===== config.mk =====
export PLATFORM = sky130hd
export DESIGN_NAME = multi_timer_ctl
export DESIGN_NICKNAME = d
export VERILOG_FILES = /design/src/multi_timer_ctl.v
export VERILOG_INCLUDE_DIRS = /design/src
export SDC_FILE = /design/constraint.sdc
export NUM_CORES = 1
export LEC_CHECK = 0
export BUFFER_PORTS_ARGS = -buffer_cell sky130_fd_sc_hd__buf_4
export CORE_ASPECT_RATIO = 0.5
export CORE_UTILIZATION = 53
export DETAILED_ROUTE_END_ITERATION = 6
export PLACE_DENSITY_LB_ADDON = 0.2
export SYNTH_ARGS = -nofsm -noshare
export SYNTH_HDL_FRONTEND = slang
export SYNTH_SLANG_ARGS = --single-unit

===== constraint.sdc =====
create_clock -name aclk -period 2.4 [get_ports aclk]
set_clock_uncertainty 0.2 [all_clocks]
set_input_delay 0 -clock aclk [delete_from_list [all_inputs] [get_ports aclk]]
set_output_delay 0 -clock aclk [all_outputs]
set_load 0.005 [all_outputs]

===== src/multi_timer_ctl_consts.vh =====
// constants for the multi timer unit pin, irq and prescale control block
`ifndef MULTI_TIMER_CTL_CONSTS_VH
`define MULTI_TIMER_CTL_CONSTS_VH

// ----------------------------------------------------------------------
// register indices (byte address is four times the index)
// ----------------------------------------------------------------------
`define IDX_PIN_CONTROL_LOW  8'h02
`define IDX_PIN_CONTROL_HIGH 8'h04
`define IDX_IRQ_ENABLE       8'h06
`define IDX_IRQ_PENDING      8'h08
`define IDX_PRESCALE_PAIR_A  8'h0A

// ----------------------------------------------------------------------
// reset values
// ----------------------------------------------------------------------
`define RST_PIN_CONTROL      16'h0000
`define RST_IRQ_ENABLE       16'h0000
`define RST_IRQ_PENDING      16'h0000
`define RST_PRESCALE         16'h0000

// ----------------------------------------------------------------------
// field layout
// ----------------------------------------------------------------------
`define PIN_FIELD_W          4
`define EDGE_LSB             0
`define POL_BIT              3
`define PRESCALE_ONE_LSB     0
`define PRESCALE_TWO_LSB     8
`define IRQ_GROUP_W          4

// ----------------------------------------------------------------------
// subsystem operating mode codes
// ----------------------------------------------------------------------
`define OP_LOW_POWER         2'b00
`define OP_PWM_DUAL8         2'b01
`define OP_PWM_16            2'b10
`define OP_CAPTURE           2'b11

// ----------------------------------------------------------------------
// axi response codes
// ----------------------------------------------------------------------
`define RESP_OKAY            2'b00
`define RESP_SLVERR          2'b10

`endif


===== src/multi_timer_ctl.v =====
// pin, interrupt and prescale control of the four-subsystem timer unit
//
// Implementation choices: the AXI4-Lite register port and the placing of the registers.
`include "multi_timer_ctl_consts.vh"

// Operation
// - edge field picks capture edge and optional counter reset edge per pin
// - edge field ignored while the subsystem runs either pwm mode
// - polarity zero: output high on count 00h to 01h, low on duty match
// - polarity one: output low on count 00h to 01h, high on duty match
// - stopped pwm counter holds its pin at the polarity bit level
// - polarity bit has no effect in capture mode
// - low pin control word: four pins, edge bits 2:0 and polarity bit 3
// - high pin control word: same layout for pins five to eight
// - sixteen enable bits gate matching pending flags onto requests
// - enable bits change only by software writes
// - pending flags set by events regardless of their enable bit
// - pending flags set by hardware, write one clears, zero keeps
// - four flags per subsystem, a in lowest bit of each nibble
// - pending, pin control, enable and prescale registers reset to zero
// - prescaler ticks counter when count equals compare, ratio value plus one
// - prescale pair holds subsystem one in 7:0, subsystem two in 15:8
// - flag a to d events come from the datapath per mode
// - pins are pwm outputs in modes 01 and 10, capture inputs in 11
// - low-power subsystem pending flags cannot be cleared by software
module multi_timer_ctl #(
  parameter ADDR_W = 8
) (
  input  wire              aclk,
  input  wire              aresetn,
  input  wire [ADDR_W-1:0] s_axi_awaddr,
  input  wire [2:0]        s_axi_awprot,
  input  wire              s_axi_awvalid,
  output wire              s_axi_awready,
  input  wire [31:0]       s_axi_wdata,
  input  wire [3:0]        s_axi_wstrb,
  input  wire              s_axi_wvalid,
  output wire              s_axi_wready,
  output reg  [1:0]        s_axi_bresp,
  output reg               s_axi_bvalid,
  input  wire              s_axi_bready,
  input  wire [ADDR_W-1:0] s_axi_araddr,
  input  wire [2:0]        s_axi_arprot,
  input  wire              s_axi_arvalid,
  output wire              s_axi_arready,
  output reg  [31:0]       s_axi_rdata,
  output reg  [1:0]        s_axi_rresp,
  output reg               s_axi_rvalid,
  input  wire              s_axi_rready,
  input  wire [7:0]        subsystem_op_select,
  input  wire [7:0]        counter_running,
  input  wire [7:0]        count_step_one,
  input  wire [7:0]        duty_match,
  input  wire [15:0]       irq_event,
  input  wire [1:0]        prescale_run,
  output reg  [1:0]        prescale_tick,
  input  wire [7:0]        timer_pin_in,
  output reg  [7:0]        timer_pin_out,
  output wire [7:0]        timer_pin_oe,
  output reg  [7:0]        capture_strobe,
  output reg  [7:0]        counter_reset,
  output wire [3:0]        irq_request,
  output wire [15:0]       pin_control_low,
  output wire [15:0]       pin_control_high
);

  // ----------------------------------------------------------------------
  // helpers
  // ----------------------------------------------------------------------

  // map an aligned byte address to a register index, or flag it unmapped
  function [8:0] reg_index;
    input [ADDR_W-1:0] addr;
    reg   [ADDR_W-1:0] idx;
    begin
      idx = addr >> 2;
      reg_index = {1'b0, idx[7:0]};
      if (addr[1:0] != 2'b00) begin
        reg_index = 9'h1_00;
      end
    end
  endfunction

  // edge field decode: returns {capture, counter reset}
  function [1:0] edge_decode;
    input [2:0] sel;
    input       rise;
    input       fall;
    reg         cap;
    reg         rst;
    begin
      cap = 1'b0;
      rst = 1'b0;
      case (sel)
        3'b000: cap = rise;
        3'b001: cap = fall;
        3'b010: begin
          cap = rise;
          rst = rise;
        end
        3'b011: begin
          cap = fall;
          rst = fall;
        end
        3'b100: cap = rise | fall;
        3'b101: begin
          cap = rise | fall;
          rst = rise;
        end
        3'b110: begin
          cap = rise | fall;
          rst = fall;
        end
        default: begin
          cap = rise | fall;
          rst = rise | fall;
        end
      endcase
      edge_decode = {cap, rst};
    end
  endfunction

  // ----------------------------------------------------------------------
  // registers
  // ----------------------------------------------------------------------
  reg  [15:0] pin_ctl_low_q;
  reg  [15:0] pin_ctl_high_q;
  reg  [15:0] irq_enable_q;
  reg  [15:0] irq_pending_q;
  reg  [15:0] irq_pending_d;
  reg  [15:0] prescale_q;
  reg  [7:0]  pre_cnt_q [0:1];
  reg  [7:0]  pin_prev_q;

  reg              aw_held_q;
  reg              w_held_q;
  reg [ADDR_W-1:0] awaddr_q;
  reg [31:0]       wdata_q;
  reg [3:0]        wstrb_q;

  // write decode works from the held address and strobes
  wire [31:0] pin_ctl_all = {pin_ctl_high_q, pin_ctl_low_q};
  wire        do_write    = aw_held_q & w_held_q & ~s_axi_bvalid;
  wire [8:0]  wr_idx      = reg_index(awaddr_q);
  wire [8:0]  rd_idx      = reg_index(s_axi_araddr);
  // writes missing either low byte strobe are refused so that half a field never lands
  wire        full_word   = (wstrb_q[1:0] == 2'b11);

  wire wr_map = (wr_idx == {1'b0, `IDX_PIN_CONTROL_LOW})  |
                (wr_idx == {1'b0, `IDX_PIN_CONTROL_HIGH}) |
                (wr_idx == {1'b0, `IDX_IRQ_ENABLE})       |
                (wr_idx == {1'b0, `IDX_IRQ_PENDING})      |
                (wr_idx == {1'b0, `IDX_PRESCALE_PAIR_A});
  wire wr_ok  = do_write & wr_map & full_word;

  // contents exported so the datapath sees polarity and edge fields
  assign pin_control_low  = pin_ctl_low_q;
  assign pin_control_high = pin_ctl_high_q;

  // ----------------------------------------------------------------------
  // axi write channels
  // ----------------------------------------------------------------------
  // each channel stalls while its item is held or a response waits
  assign s_axi_awready = ~aw_held_q & ~s_axi_bvalid;
  assign s_axi_wready  = ~w_held_q & ~s_axi_bvalid;

  // address and data are latched in either order, response after both
  always @(posedge aclk) begin
    if (!aresetn) begin
      aw_held_q    <= 1'b0;
      w_held_q     <= 1'b0;
      awaddr_q     <= {ADDR_W{1'b0}};
      wdata_q      <= 32'h0000_0000;
      wstrb_q      <= 4'h0;
      s_axi_bvalid <= 1'b0;
      s_axi_bresp  <= `RESP_OKAY;
    end else begin
      if (s_axi_awvalid && s_axi_awready) begin
        aw_held_q <= 1'b1;
        awaddr_q  <= s_axi_awaddr;
      end
      if (s_axi_wvalid && s_axi_wready) begin
        w_held_q <= 1'b1;
        wdata_q  <= s_axi_wdata;
        wstrb_q  <= s_axi_wstrb;
      end
      if (do_write) begin
        aw_held_q    <= 1'b0;
        w_held_q     <= 1'b0;
        s_axi_bvalid <= 1'b1;
        s_axi_bresp  <= wr_ok ? `RESP_OKAY : `RESP_SLVERR;
      end else if (s_axi_bvalid && s_axi_bready) begin
        s_axi_bvalid <= 1'b0;
      end
    end
  end

  // ----------------------------------------------------------------------
  // software registers
  // ----------------------------------------------------------------------

  // only software writes touch these; hardware never alters enables
  always @(posedge aclk) begin
    if (!aresetn) begin
      pin_ctl_low_q  <= `RST_PIN_CONTROL;
      pin_ctl_high_q <= `RST_PIN_CONTROL;
      irq_enable_q   <= `RST_IRQ_ENABLE;
      prescale_q     <= `RST_PRESCALE;
    end else if (wr_ok) begin
      case (wr_idx[7:0])
        `IDX_PIN_CONTROL_LOW:  pin_ctl_low_q  <= wdata_q[15:0];
        `IDX_PIN_CONTROL_HIGH: pin_ctl_high_q <= wdata_q[15:0];
        `IDX_IRQ_ENABLE:       irq_enable_q   <= wdata_q[15:0];
        `IDX_PRESCALE_PAIR_A:  prescale_q     <= wdata_q[15:0];
        default: ;
      endcase
    end
  end

  // ----------------------------------------------------------------------
  // pending flags
  // ----------------------------------------------------------------------

  // set wins over a clear in the same cycle so no event is lost
  always @* begin : pend_next
    integer s;
    reg [15:0] clr;
    clr = 16'h0000;
    s   = 0;
    if (wr_ok && wr_idx[7:0] == `IDX_IRQ_PENDING) begin
      clr = wdata_q[15:0];
    end
    for (s = 0; s < 4; s = s + 1) begin
      if (subsystem_op_select[2*s +: 2] == `OP_LOW_POWER) begin
        clr[`IRQ_GROUP_W*s +: `IRQ_GROUP_W] = 4'h0;
      end
    end
    // events arrive already mapped per mode, a..d per nibble
    irq_pending_d = (irq_pending_q & ~clr) | irq_event;
  end

  // pending register, updated every edge from the next-state logic
  always @(posedge aclk) begin
    if (!aresetn) begin
      irq_pending_q <= `RST_IRQ_PENDING;
    end else begin
      irq_pending_q <= irq_pending_d;
    end
  end

  // one request per subsystem from its enabled nibble
  genvar g;
  generate
    for (g = 0; g < 4; g = g + 1) begin : req
      assign irq_request[g] =
        |(irq_pending_q[4*g +: 4] & irq_enable_q[4*g +: 4]);
    end
  endgenerate

  // ----------------------------------------------------------------------
  // prescalers for subsystems one and two
  // ----------------------------------------------------------------------

  // count restarts on match, so compare n divides by n plus one
  always @(posedge aclk) begin : pre_blk
    integer p;
    if (!aresetn) begin
      pre_cnt_q[0]  <= 8'h00;
      pre_cnt_q[1]  <= 8'h00;
      prescale_tick <= 2'b00;
    end else begin
      for (p = 0; p < 2; p = p + 1) begin
        prescale_tick[p] <= 1'b0;
        // frozen while not running, as in low power
        if (prescale_run[p]) begin
          if (pre_cnt_q[p] == prescale_q[8*p +: 8]) begin
            pre_cnt_q[p]     <= 8'h00;
            prescale_tick[p] <= 1'b1;
          end else begin
            pre_cnt_q[p] <= pre_cnt_q[p] + 8'h01;
          end
        end
      end
    end
  end

  // ----------------------------------------------------------------------
  // timer pins: pwm drive and capture decode
  // ----------------------------------------------------------------------

  // pin i belongs to subsystem i/2; oe only in the two pwm modes
  generate
    for (g = 0; g < 8; g = g + 1) begin : oe
      assign timer_pin_oe[g] =
        (subsystem_op_select[2*(g/2) +: 2] == `OP_PWM_DUAL8) |
        (subsystem_op_select[2*(g/2) +: 2] == `OP_PWM_16);
    end
  endgenerate

  // registered pin drive and capture decode, one edge after the cause
  always @(posedge aclk) begin : pin_blk
    integer i;
    reg [1:0] md;
    reg [2:0] edg;
    reg       pol;
    reg [1:0] cr;
    if (!aresetn) begin
      timer_pin_out  <= 8'h00;
      capture_strobe <= 8'h00;
      counter_reset  <= 8'h00;
      // follow the pin in reset so a high pin gives no false edge later
      pin_prev_q     <= timer_pin_in;
    end else begin
      pin_prev_q <= timer_pin_in;
      for (i = 0; i < 8; i = i + 1) begin
        md  = subsystem_op_select[2*(i/2) +: 2];
        edg = pin_ctl_all[`PIN_FIELD_W*i + `EDGE_LSB +: 3];
        pol = pin_ctl_all[`PIN_FIELD_W*i + `POL_BIT];
        cr  = edge_decode(edg, timer_pin_in[i] & ~pin_prev_q[i],
                          ~timer_pin_in[i] & pin_prev_q[i]);
        // edge field only acts in capture mode
        if (md == `OP_CAPTURE) begin
          capture_strobe[i] <= cr[1];
          counter_reset[i]  <= cr[0];
        end else begin
          capture_strobe[i] <= 1'b0;
          counter_reset[i]  <= 1'b0;
        end
        if (!timer_pin_oe[i]) begin
          timer_pin_out[i] <= 1'b0;
        end else if (!counter_running[i]) begin
          timer_pin_out[i] <= pol;
        end else if (duty_match[i]) begin
          timer_pin_out[i] <= pol;
        end else if (count_step_one[i]) begin
          timer_pin_out[i] <= ~pol;
        end
      end
    end
  end

  // ----------------------------------------------------------------------
  // axi read channel
  // ----------------------------------------------------------------------
  // a new read waits until the previous answer has been taken
  assign s_axi_arready = ~s_axi_rvalid;

  // one read at a time, answered on the same edge that takes the address
  always @(posedge aclk) begin
    if (!aresetn) begin
      s_axi_rvalid <= 1'b0;
      s_axi_rdata  <= 32'h0000_0000;
      s_axi_rresp  <= `RESP_OKAY;
    end else if (s_axi_arvalid && s_axi_arready) begin
      s_axi_rvalid <= 1'b1;
      s_axi_rresp  <= `RESP_OKAY;
      case (rd_idx)
        {1'b0, `IDX_PIN_CONTROL_LOW}:  s_axi_rdata <= {16'h0000, pin_ctl_low_q};
        {1'b0, `IDX_PIN_CONTROL_HIGH}: s_axi_rdata <= {16'h0000, pin_ctl_high_q};
        {1'b0, `IDX_IRQ_ENABLE}:       s_axi_rdata <= {16'h0000, irq_enable_q};
        {1'b0, `IDX_IRQ_PENDING}:      s_axi_rdata <= {16'h0000, irq_pending_q};
        {1'b0, `IDX_PRESCALE_PAIR_A}:  s_axi_rdata <= {16'h0000, prescale_q};
        default: begin
          s_axi_rdata <= 32'h0000_0000;
          s_axi_rresp <= `RESP_SLVERR;
        end
      endcase
    end else if (s_axi_rvalid && s_axi_rready) begin
      s_axi_rvalid <= 1'b0;
    end
  end

endmodule


### After elaboration in Yosys (flattened, before gate mapping)

Memory sizes are Yosys's and may differ from the RTL's.
Index checks and enable logic that the tools add are counted.

| word-level totals | value |
|---|---|
| memories kept | 1 |
| memory bits (writable) | 16 |
| word-level logic and storage cells | 355 |
| register bits after elaboration | 180 |
| output and inout bits | 111 |
| input port bits | 123 |

| cells by class | value |
|---|---|
| add/sub/neg operators | 2 |
| bitwise operators | 78 |
| reduce and logical (&&, ||, !) cells | 80 |
| multiplexer cells | 75 |
| eq/ne operators | 86 |

Memories:

| name | words | width | rd ports | clocked after Yosys merged registers in | wr ports | line | RTL |
|---|---|---|---|---|---|---|---|
| pre_cnt_q | 2 | 8 | 2 | 0 | 2 | multi_timer_ctl.v:132 | `reg [7:0] pre_cnt_q [0:1];` |

Operators by type and width:

| cell | count |
|---|---|
| $pmux 16 s5 | 1 |
| $eq 3x3->1 const B | 24 |
| $reduce_or 2->1 | 33 |
| $eq 3x2->1 const B | 16 |
| $mux 1 | 45 |
| $eq 9x3->1 const B | 4 |
| $eq 9x4->1 const B | 4 |
| $mux 8 | 4 |
| $not 1->1 | 29 |
| $eq 3x1->1 const B | 8 |
| $logic_not 3->1 | 8 |
| $ne 3x1->1 const B | 8 |
| $pmux 1 s3 | 8 |
| $reduce_and 2->1 | 12 |
| $reduce_or 3->1 | 8 |
| $and 1x1->1 | 22 |
| $or 1x1->1 | 20 |
| $eq 2x2->1 const B | 9 |
| $eq 9x2->1 const B | 2 |
| $mux 9 | 2 |
| $add 8x1->8 const B | 2 |
| $and 16x16->16 | 1 |
| $and 4x4->4 | 4 |
| $eq 8x3->1 const B | 2 |
| other kinds (15) | 45 |

### Logic depth before layout (Yosys ltp)

Gate-level depths: netlist of run 1.

| logic depth | value |
|---|---|
| word-level depth | 15 |
| gate-level depth with buffers | 7 |
| mapped depth without buffers | 6 |

### Worst setup path after synthesis of run 1

Ideal clock, no wire load.

| timing path | value |
|---|---|
| path type | reg-to-reg |
| start | register s_axi_bvalid |
| end | register pin_ctl_low_q[15], in the netlist pin_control_low[15] |
| arrival | 1794 ps |
| path buffers | 2 |
| required time | 2128 ps |
| cell stages (with the launch flop) | 7 |
| clock period less this slack | 2066 ps |
| setup slack | 334 ps |
| library setup time | 72 ps |
| path through | dfxtp_1 -> and3b_1 -> buf_6 -> nand4_4 -> a2111oi_4 -> buf_8 -> mux2i_1 |

| on the way | value |
|---|---|
| word-level cells in the longest chain between the ends | 5 |

Ends and longest elaborated chain:

| what | line | RTL |
|---|---|---|
| start: declaration | multi_timer_ctl.v:40 | `output reg s_axi_bvalid,` |
| start signal: assignment | multi_timer_ctl.v:175 | `s_axi_bvalid <= 1'b0;` |
| start signal: assignment | multi_timer_ctl.v:190 | `s_axi_bvalid <= 1'b1;` |
| start signal: assignment | multi_timer_ctl.v:193 | `s_axi_bvalid <= 1'b0;` |
| $not 1->1 | multi_timer_ctl.v:143 | `wire do_write = aw_held_q & w_held_q & ~s_axi_bvalid;` |
| $and 1x1->1 | multi_timer_ctl.v:143 |  |
| $and 1x1->1 (2 in series) | multi_timer_ctl.v:154 | `wire wr_ok = do_write & wr_map & full_word;` |
| $reduce_and 2->1 (no line) | -- |  |
| end signal: assignment | multi_timer_ctl.v:205 | `` pin_ctl_low_q <= `RST_PIN_CONTROL; `` |
| end signal: assignment | multi_timer_ctl.v:211 | `` `IDX_PIN_CONTROL_LOW: pin_ctl_low_q <= wdata_q[15:0]; `` |
| end: declaration | multi_timer_ctl.v:126 | `reg [15:0] pin_ctl_low_q;` |

No other way between the ends.
A chain may end at the register's enable or synchronous reset.

==> results.tsv, run 1 <==
metric	value	unit
p_total	6.94	mW
cts_root_buf	clkbuf_16	
post-route-period-util	98.2	%
ioPinCount	234	
yosysWarnings	0	
timing.final.ws_setup	0.0424	ns
rsz0062_at_grt	no	
clk_pin_slew	0.08	ns
crit-reg2reg-launch	timer_pin_out[6]	
wl_met3	1360	µm
slew_headroom	56.0	%
fin_setup_tns	0	ns
dp_hpwl	16200	µm
initial_core_util	54.6	%
wl_met1	10400	µm
io_buffer_count	191	
grt_first_pass_wirelength	39600	µm
drt_wl_total	24500	µm
drive_above_1_share	23.3	%
ctsHtreeMaxLevel	4	
post_dp_cell_area	10100	µm²
ant_nets	0	
setup_viol	0	
antennaDiodeCount	0	
layout.cells.non_filler	1449	
core	15500	µm²
insertion_delay	0.43	ns
cp_max_fo	2	
critPathCaptureType	register	
power_density	587	nW/µm²
drv_cap	0	
numClockSinks	178	
async_flop_share	0	%
p_leak	4.94	nW
highest_layer	met4	
cts_tree	done	
gp_congestion	0.833	
grt_pass1_vias	7910	
ys_ff_latch	178	
post_cts_buffers	0	
drv_slew	0	
dr_wl_met2	12300	µm
timing.final.crit_period	2.36	ns
status	completed	
avgViaCountPerCell	5.52	
cp_data_arrival_time	2.54	ns
place_inst	1303	
cts_inserted_buffers	17	
avgSynthCellArea	9.07	µm²
drc_errors	0	
antenna_found_initial	0	
max_slew.worst_pin.slew	0.654	ns
first_pass_iters	5	
cp.required	2.58	ns
syn2layout_area_growth	39.5	%
fin_nets	1381	
drt_iter0_drc	491	
post_synth_num_cell_types	57	
die_w	181	µm
grt_max_degree	55	
fmax	424	MHz
peakVddDrop	537	µV
clock_path_buffers	2	
syn_area	8480	µm²
vias	8000	
yosysSeqAreaShare	43.9	%
holdCritStartpoint	s_axi_araddr[1]	
gr-total-overflow	0	
wl_per_cell	16.9	µm
die_h	91.5	µm
finalHoldViolations	0	
netlist_instances	935	
synth-edff-count	16	
final_area	11800	µm²
ys.flop_type	dfxtp_1	
startpoint	timer_pin_out[6]	
dpl_worst_slack	0.254	ns
hold_path_class	input pin to register	
worstSetupPathType	register to register	
grt_util_all_layers	30.0	%
setup.worst_path.start_class	register	
row_count	32	
dieArea	16500	µm²
## sequential cells by signal, indices dropped and copies added (netlist names), 8 cells and up
name / flops
awaddr_q: 8
capture_strobe: 8
counter_reset: 8
irq_enable_q: 16
irq_pending_q: 16
pin_control_high: 16
pin_control_low: 16
pin_prev_q: 8
pre_cnt_q: 16
prescale_q: 16
s_axi_rdata: 16
timer_pin_out: 8
wdata_q: 16
## per-stage QoR
stage          util [%]  hold WS [ns]
2_1_floorplan         -        -0.172
3_3_place_gp       64.8       -0.0740
3_5_place_dp       64.8       -0.0739
4_1_cts            76.1       0.00894
5_1_grt            76.2        0.0363
6_report           76.2        0.0240
## kinds of logic after synthesis
family	synth area share, %
compound gates	15.1
xor+xnor	2.89
fa+ha+maj	3.83
buf+inv	6.02
flops	43.9
mux	10.5
other cells	0.0442
simple gates	17.7
## worst max-delay path, cell delays in order, from the launching register on
cell           delay [ns]
dfxtp_1              0.35
or3b_2               0.44
dlygate4sd3_1        0.59
a21oi_1              0.15
dlygate4sd3_1        0.57
## area by class of cell
| type | instances | area, µm² |
|---|---|---|
| inverter | 45 | 169 |
| tap | 204 | 255 |
| fill | 1061 | 3700 |
| timing repair buffer | 323 | 2740 |
| clock inverter | 14 | 171 |
| sequential | 178 | 3720 |
| clock buffer | 18 | 439 |
| multi-input combinational | 667 | 4340 |
## cells in the mapped netlist, types with 9 or more instances
master | n | area (µm²)
dfxtp_1 | 162 | 3240
nand2_1 | 132 | 495
o21ai_0 | 63 | 315
mux2i_1 | 53 | 531
a21oi_1 | 47 | 235
nor2_1 | 46 | 173
inv_1 | 45 | 169
mux2_2 | 32 | 360
nand3_1 | 29 | 145
a21boi_0 | 27 | 203
clkbuf_1 | 27 | 101
ha_1 | 26 | 325
buf_4 | 22 | 165
a31oi_1 | 20 | 125
a22oi_1 | 19 | 143
xor2_1 | 18 | 158
edfxtp_1 | 16 | 480
nor2b_1 | 14 | 87.6
nand2b_1 | 13 | 81.3
and2_1 | 10 | 62.6
nor3_1 | 10 | 50.1
xnor2_1 | 10 | 87.6
nor3b_1 | 9 | 67.6
## where the power goes
part | leakage [nW] | switching, mW | internal (mW) | total, mW
Sequential | 1.50 | 0.0983 | 3.10 | 3.20
Clock | 0.297 | 1.32 | 1.61 | 2.93
Combinational | 3.15 | 0.381 | 0.436 | 0.817
Total | 4.94 | 1.80 | 5.15 | 6.94
## layout by cell type, fill, tap and decap left out, types with 13 or more instances in the layout
master,n
o21ai_0,63
xor2_1,18
dlygate4sd3_1,114
inv_1,45
nand2b_1,13
a22oi_1,19
clkbuf_16,17
mux2_2,32
a21boi_0,27
buf_4,207
nand3_1,28
nor2b_1,14
nor2_1,46
a31oi_1,20
dfxtp_1,162
edfxtp_1,16
a21oi_1,47
mux2i_1,53
conb_1,18
ha_1,26
nand2_1,132
## what timing repair did
action	4_1_cts	5_1_grt
endpoints found under the hold margin	129	0
setup endpoints to repair	0	3
gates resized for setup	0	3
hold buffers	115	0
## layer usage
layer	global-route usage, %	vias up
met4	10.2	0
met2	54.1	255
li1	-	3835
met5	0	-
met1	35.7	3875
met3	5.70	35
## path summary, 6_finish.rpt
path	slack, ns	end	cells past startpoint
max	0.04	timer_pin_out[6]	4
min	0.02	s_axi_rdata[7]	5
max reg2reg	0.04	timer_pin_out[6]	4
min reg2reg	0.27	irq_pending_q[15]	1
(Power assumes the default switching activity.)
==> run 2: changes to the inputs <==
--- a/config.mk
+++ b/config.mk
@@ -10,6 +10,7 @@
 export CORE_ASPECT_RATIO = 0.5
 export CORE_UTILIZATION = 53
 export DETAILED_ROUTE_END_ITERATION = 6
+export MAX_ROUTING_LAYER = met4
 export PLACE_DENSITY_LB_ADDON = 0.2
 export SYNTH_ARGS = -nofsm -noshare
 export SYNTH_HDL_FRONTEND = slang
==> run 2 against run 1 <==
Against the previous run:
- hold slack better by 0.0017 ns
- fmax up 0.23%
- largest cell class unchanged
- power about the same
- combinational power hardly changed
- non-clock buffer count stayed put
==> results.tsv, run 2 (synthesized netlist as in run 1, its figures left out) <==
metric	value	unit	change
status	completed		
max_stage_delay	0.59	ns	about the same
gr-total-overflow	0		unchanged
slew_headroom	55.6	%	-0.40 points
cp.required	2.58	ns	about the same
p_leak	4.94	nW	unchanged
crit_buf_inv	2		unchanged
gp_congestion	0.846		+1.5%
clock_path_buffers	2		unchanged
insertion_delay	0.44	ns	about the same
vias	8030		+0.38%
cp_slowest_cell	dlygate4sd3_1		
power_frac_seq	46.1	%	about the same
dp_hpwl	16200	µm	unchanged
path_common_cell	dlygate4sd3_1		
path_cells	or3b_2, dlygate4sd3_1, a21oi_1, dlygate4sd3_1		
grt_max_degree	55		unchanged
dieArea	16500	µm²	unchanged
fin_setup_tns	0	ns	unchanged
cts_root_buf	clkbuf_16		
drive_above_1_share	23.3	%	unchanged
cts_tree	done		
finalHoldViolations	0		unchanged
drt_wl_total	24400	µm	-0.13%
setup.worst_path.start_class	register		
switching_power	1.80	mW	+0.19%
peakVddDrop	542	µV	+0.90%
met2_usage	54.1	%	about the same
critPathCaptureType	register		
swShare	25.9	%	+0.037 points
layout.cells.non_filler	1449		unchanged
power_density	587	nW/µm²	about the same
die_h	91.5	µm	unchanged
grt_pass1_vias	7916		+0.076%
grt_first_pass_wirelength	39500	µm	about the same
cts_inserted_buffers	17		unchanged
fmax	425	MHz	+0.23%
drv_slew	0		unchanged
final_common_cell	buf_4		
grt_use_met1	35.9	%	+0.18 points
initial_core_util	54.6	%	unchanged
drv_cap	0		unchanged
cp_max_fo	2		unchanged
max_slew.worst_pin.slew	0.660	ns	+0.00598 ns
die_w	181	µm	unchanged
final_cell_mix	buf_4 (207), dfxtp_1 (162), nand2_1 (132)		
numClockSinks	178		unchanged
core	15500	µm²	unchanged
combPwrFrac	11.8	%	about the same
crit_family	buffers and inverters		
grt_util_met3	5.50	%	-0.20 points
syn2layout_area_growth	39.5	%	unchanged
post-route-util	76.2	%	unchanged
cp_data_arrival_time	2.53	ns	about the same
ctsHtreeMaxLevel	4		unchanged
antennaDiodeCount	0		unchanged
timing.final.crit_period	2.35	ns	-0.00549 ns
p_total	6.95	mW	about the same
clock_power_share	42.2	%	about the same
avgViaCountPerCell	5.54		+0.37%
row_count	32		unchanged
io_buffer_count	191		unchanged
post-route-period-util	98.0	%	-0.23 points
place_inst	1303		unchanged
grt.busiest_layer	met2		
wl_per_cell	16.9	µm	-0.13%
fin_nets	1381		unchanged
hold_path_class	input pin to register		
clk_pin_slew	0.08	ns	about the same
worstSetupPathType	register to register		
setup_viol	0		unchanged
first_pass_iters	5		unchanged
ant_nets	0		unchanged
drc_errors	0		unchanged
drt_iter0_drc	423		-14%
timing.final.ws_setup	0.0479	ns	+0.00549 ns
antenna_found_initial	0		unchanged
dpl_worst_slack	0.254	ns	unchanged
intPower	5.15	mW	about the same
ioPinCount	234		unchanged
rsz0062_at_grt	no		
grt_util_all_layers	30.9	%	+0.90 points
==> run 2: what timing repair did <==
item,4_1_cts,5_1_grt
resized for setup,0,3
hold endpoints to repair,129,0
setup endpoints to repair,0,3
hold buffers,115,0
buffers inserted,0,0
==> run 2: power by group through the flow <==
| stage | logic [mW] | clock network [mW] | registers, mW |
|---|---|---|---|
| after global routing | 0.893 | 3.06 | 3.21 |
| after floorplan | 0.384 | 0 | 3.24 |
| after global placement | 0.632 | 0 | 3.26 |
| after detailed placement | 0.657 | 0 | 3.27 |
| after CTS | 0.795 | 2.93 | 3.20 |
| final | 0.816 | 2.93 | 3.20 |
==> run 2: worst paths after layout <==
| kind | startpoint | endpoint | slack (ns) | cells after the start |
|---|---|---|---|---|
| max reg2reg | timer_pin_out[6] | timer_pin_out[6] | 0.05 | 4 |
| min reg2reg | wdata_q[15] | irq_pending_q[15] | 0.27 | 1 |
| min | s_axi_araddr[1] | s_axi_rdata[7] | 0.03 | 5 |
| max | timer_pin_out[6] | timer_pin_out[6] | 0.05 | 4 |
==> run 2: per-stage QoR <==
step	hold slack, ns	instance area (µm²)
3_3_place_gp	-0.0740	10100
4_1_cts	0.00894	11800
6_report	0.0257	11800
3_5_place_dp	-0.0739	10100
2_1_floorplan	-0.172	8550
5_1_grt	0.0362	11800
==> run 2: worst register-to-register path: stages (launching register included) <==
cell and delay (ns):
dfxtp_1 0.35, or3b_2 0.44, dlygate4sd3_1 0.59, a21oi_1 0.15, dlygate4sd3_1 0.57
==> run 2: layout make-up <==
| class | count | area [µm²] |
|---|---|---|
| well taps | 204 | 255 |
| flip-flops and latches | 178 | 3720 |
| repair buffers | 323 | 2740 |
| clock buffers | 18 | 439 |
| fillers | 1061 | 3700 |
| inverters | 45 | 169 |
| multi-input cells | 667 | 4340 |
| clock inverters | 14 | 171 |
==> run 2: metal layers <==
metal  wire [µm]  part of all wire, %
met5           0                    0
met2       12200                   50
met1       10300                   42
met4         514                  2.1
met3        1360                  5.6
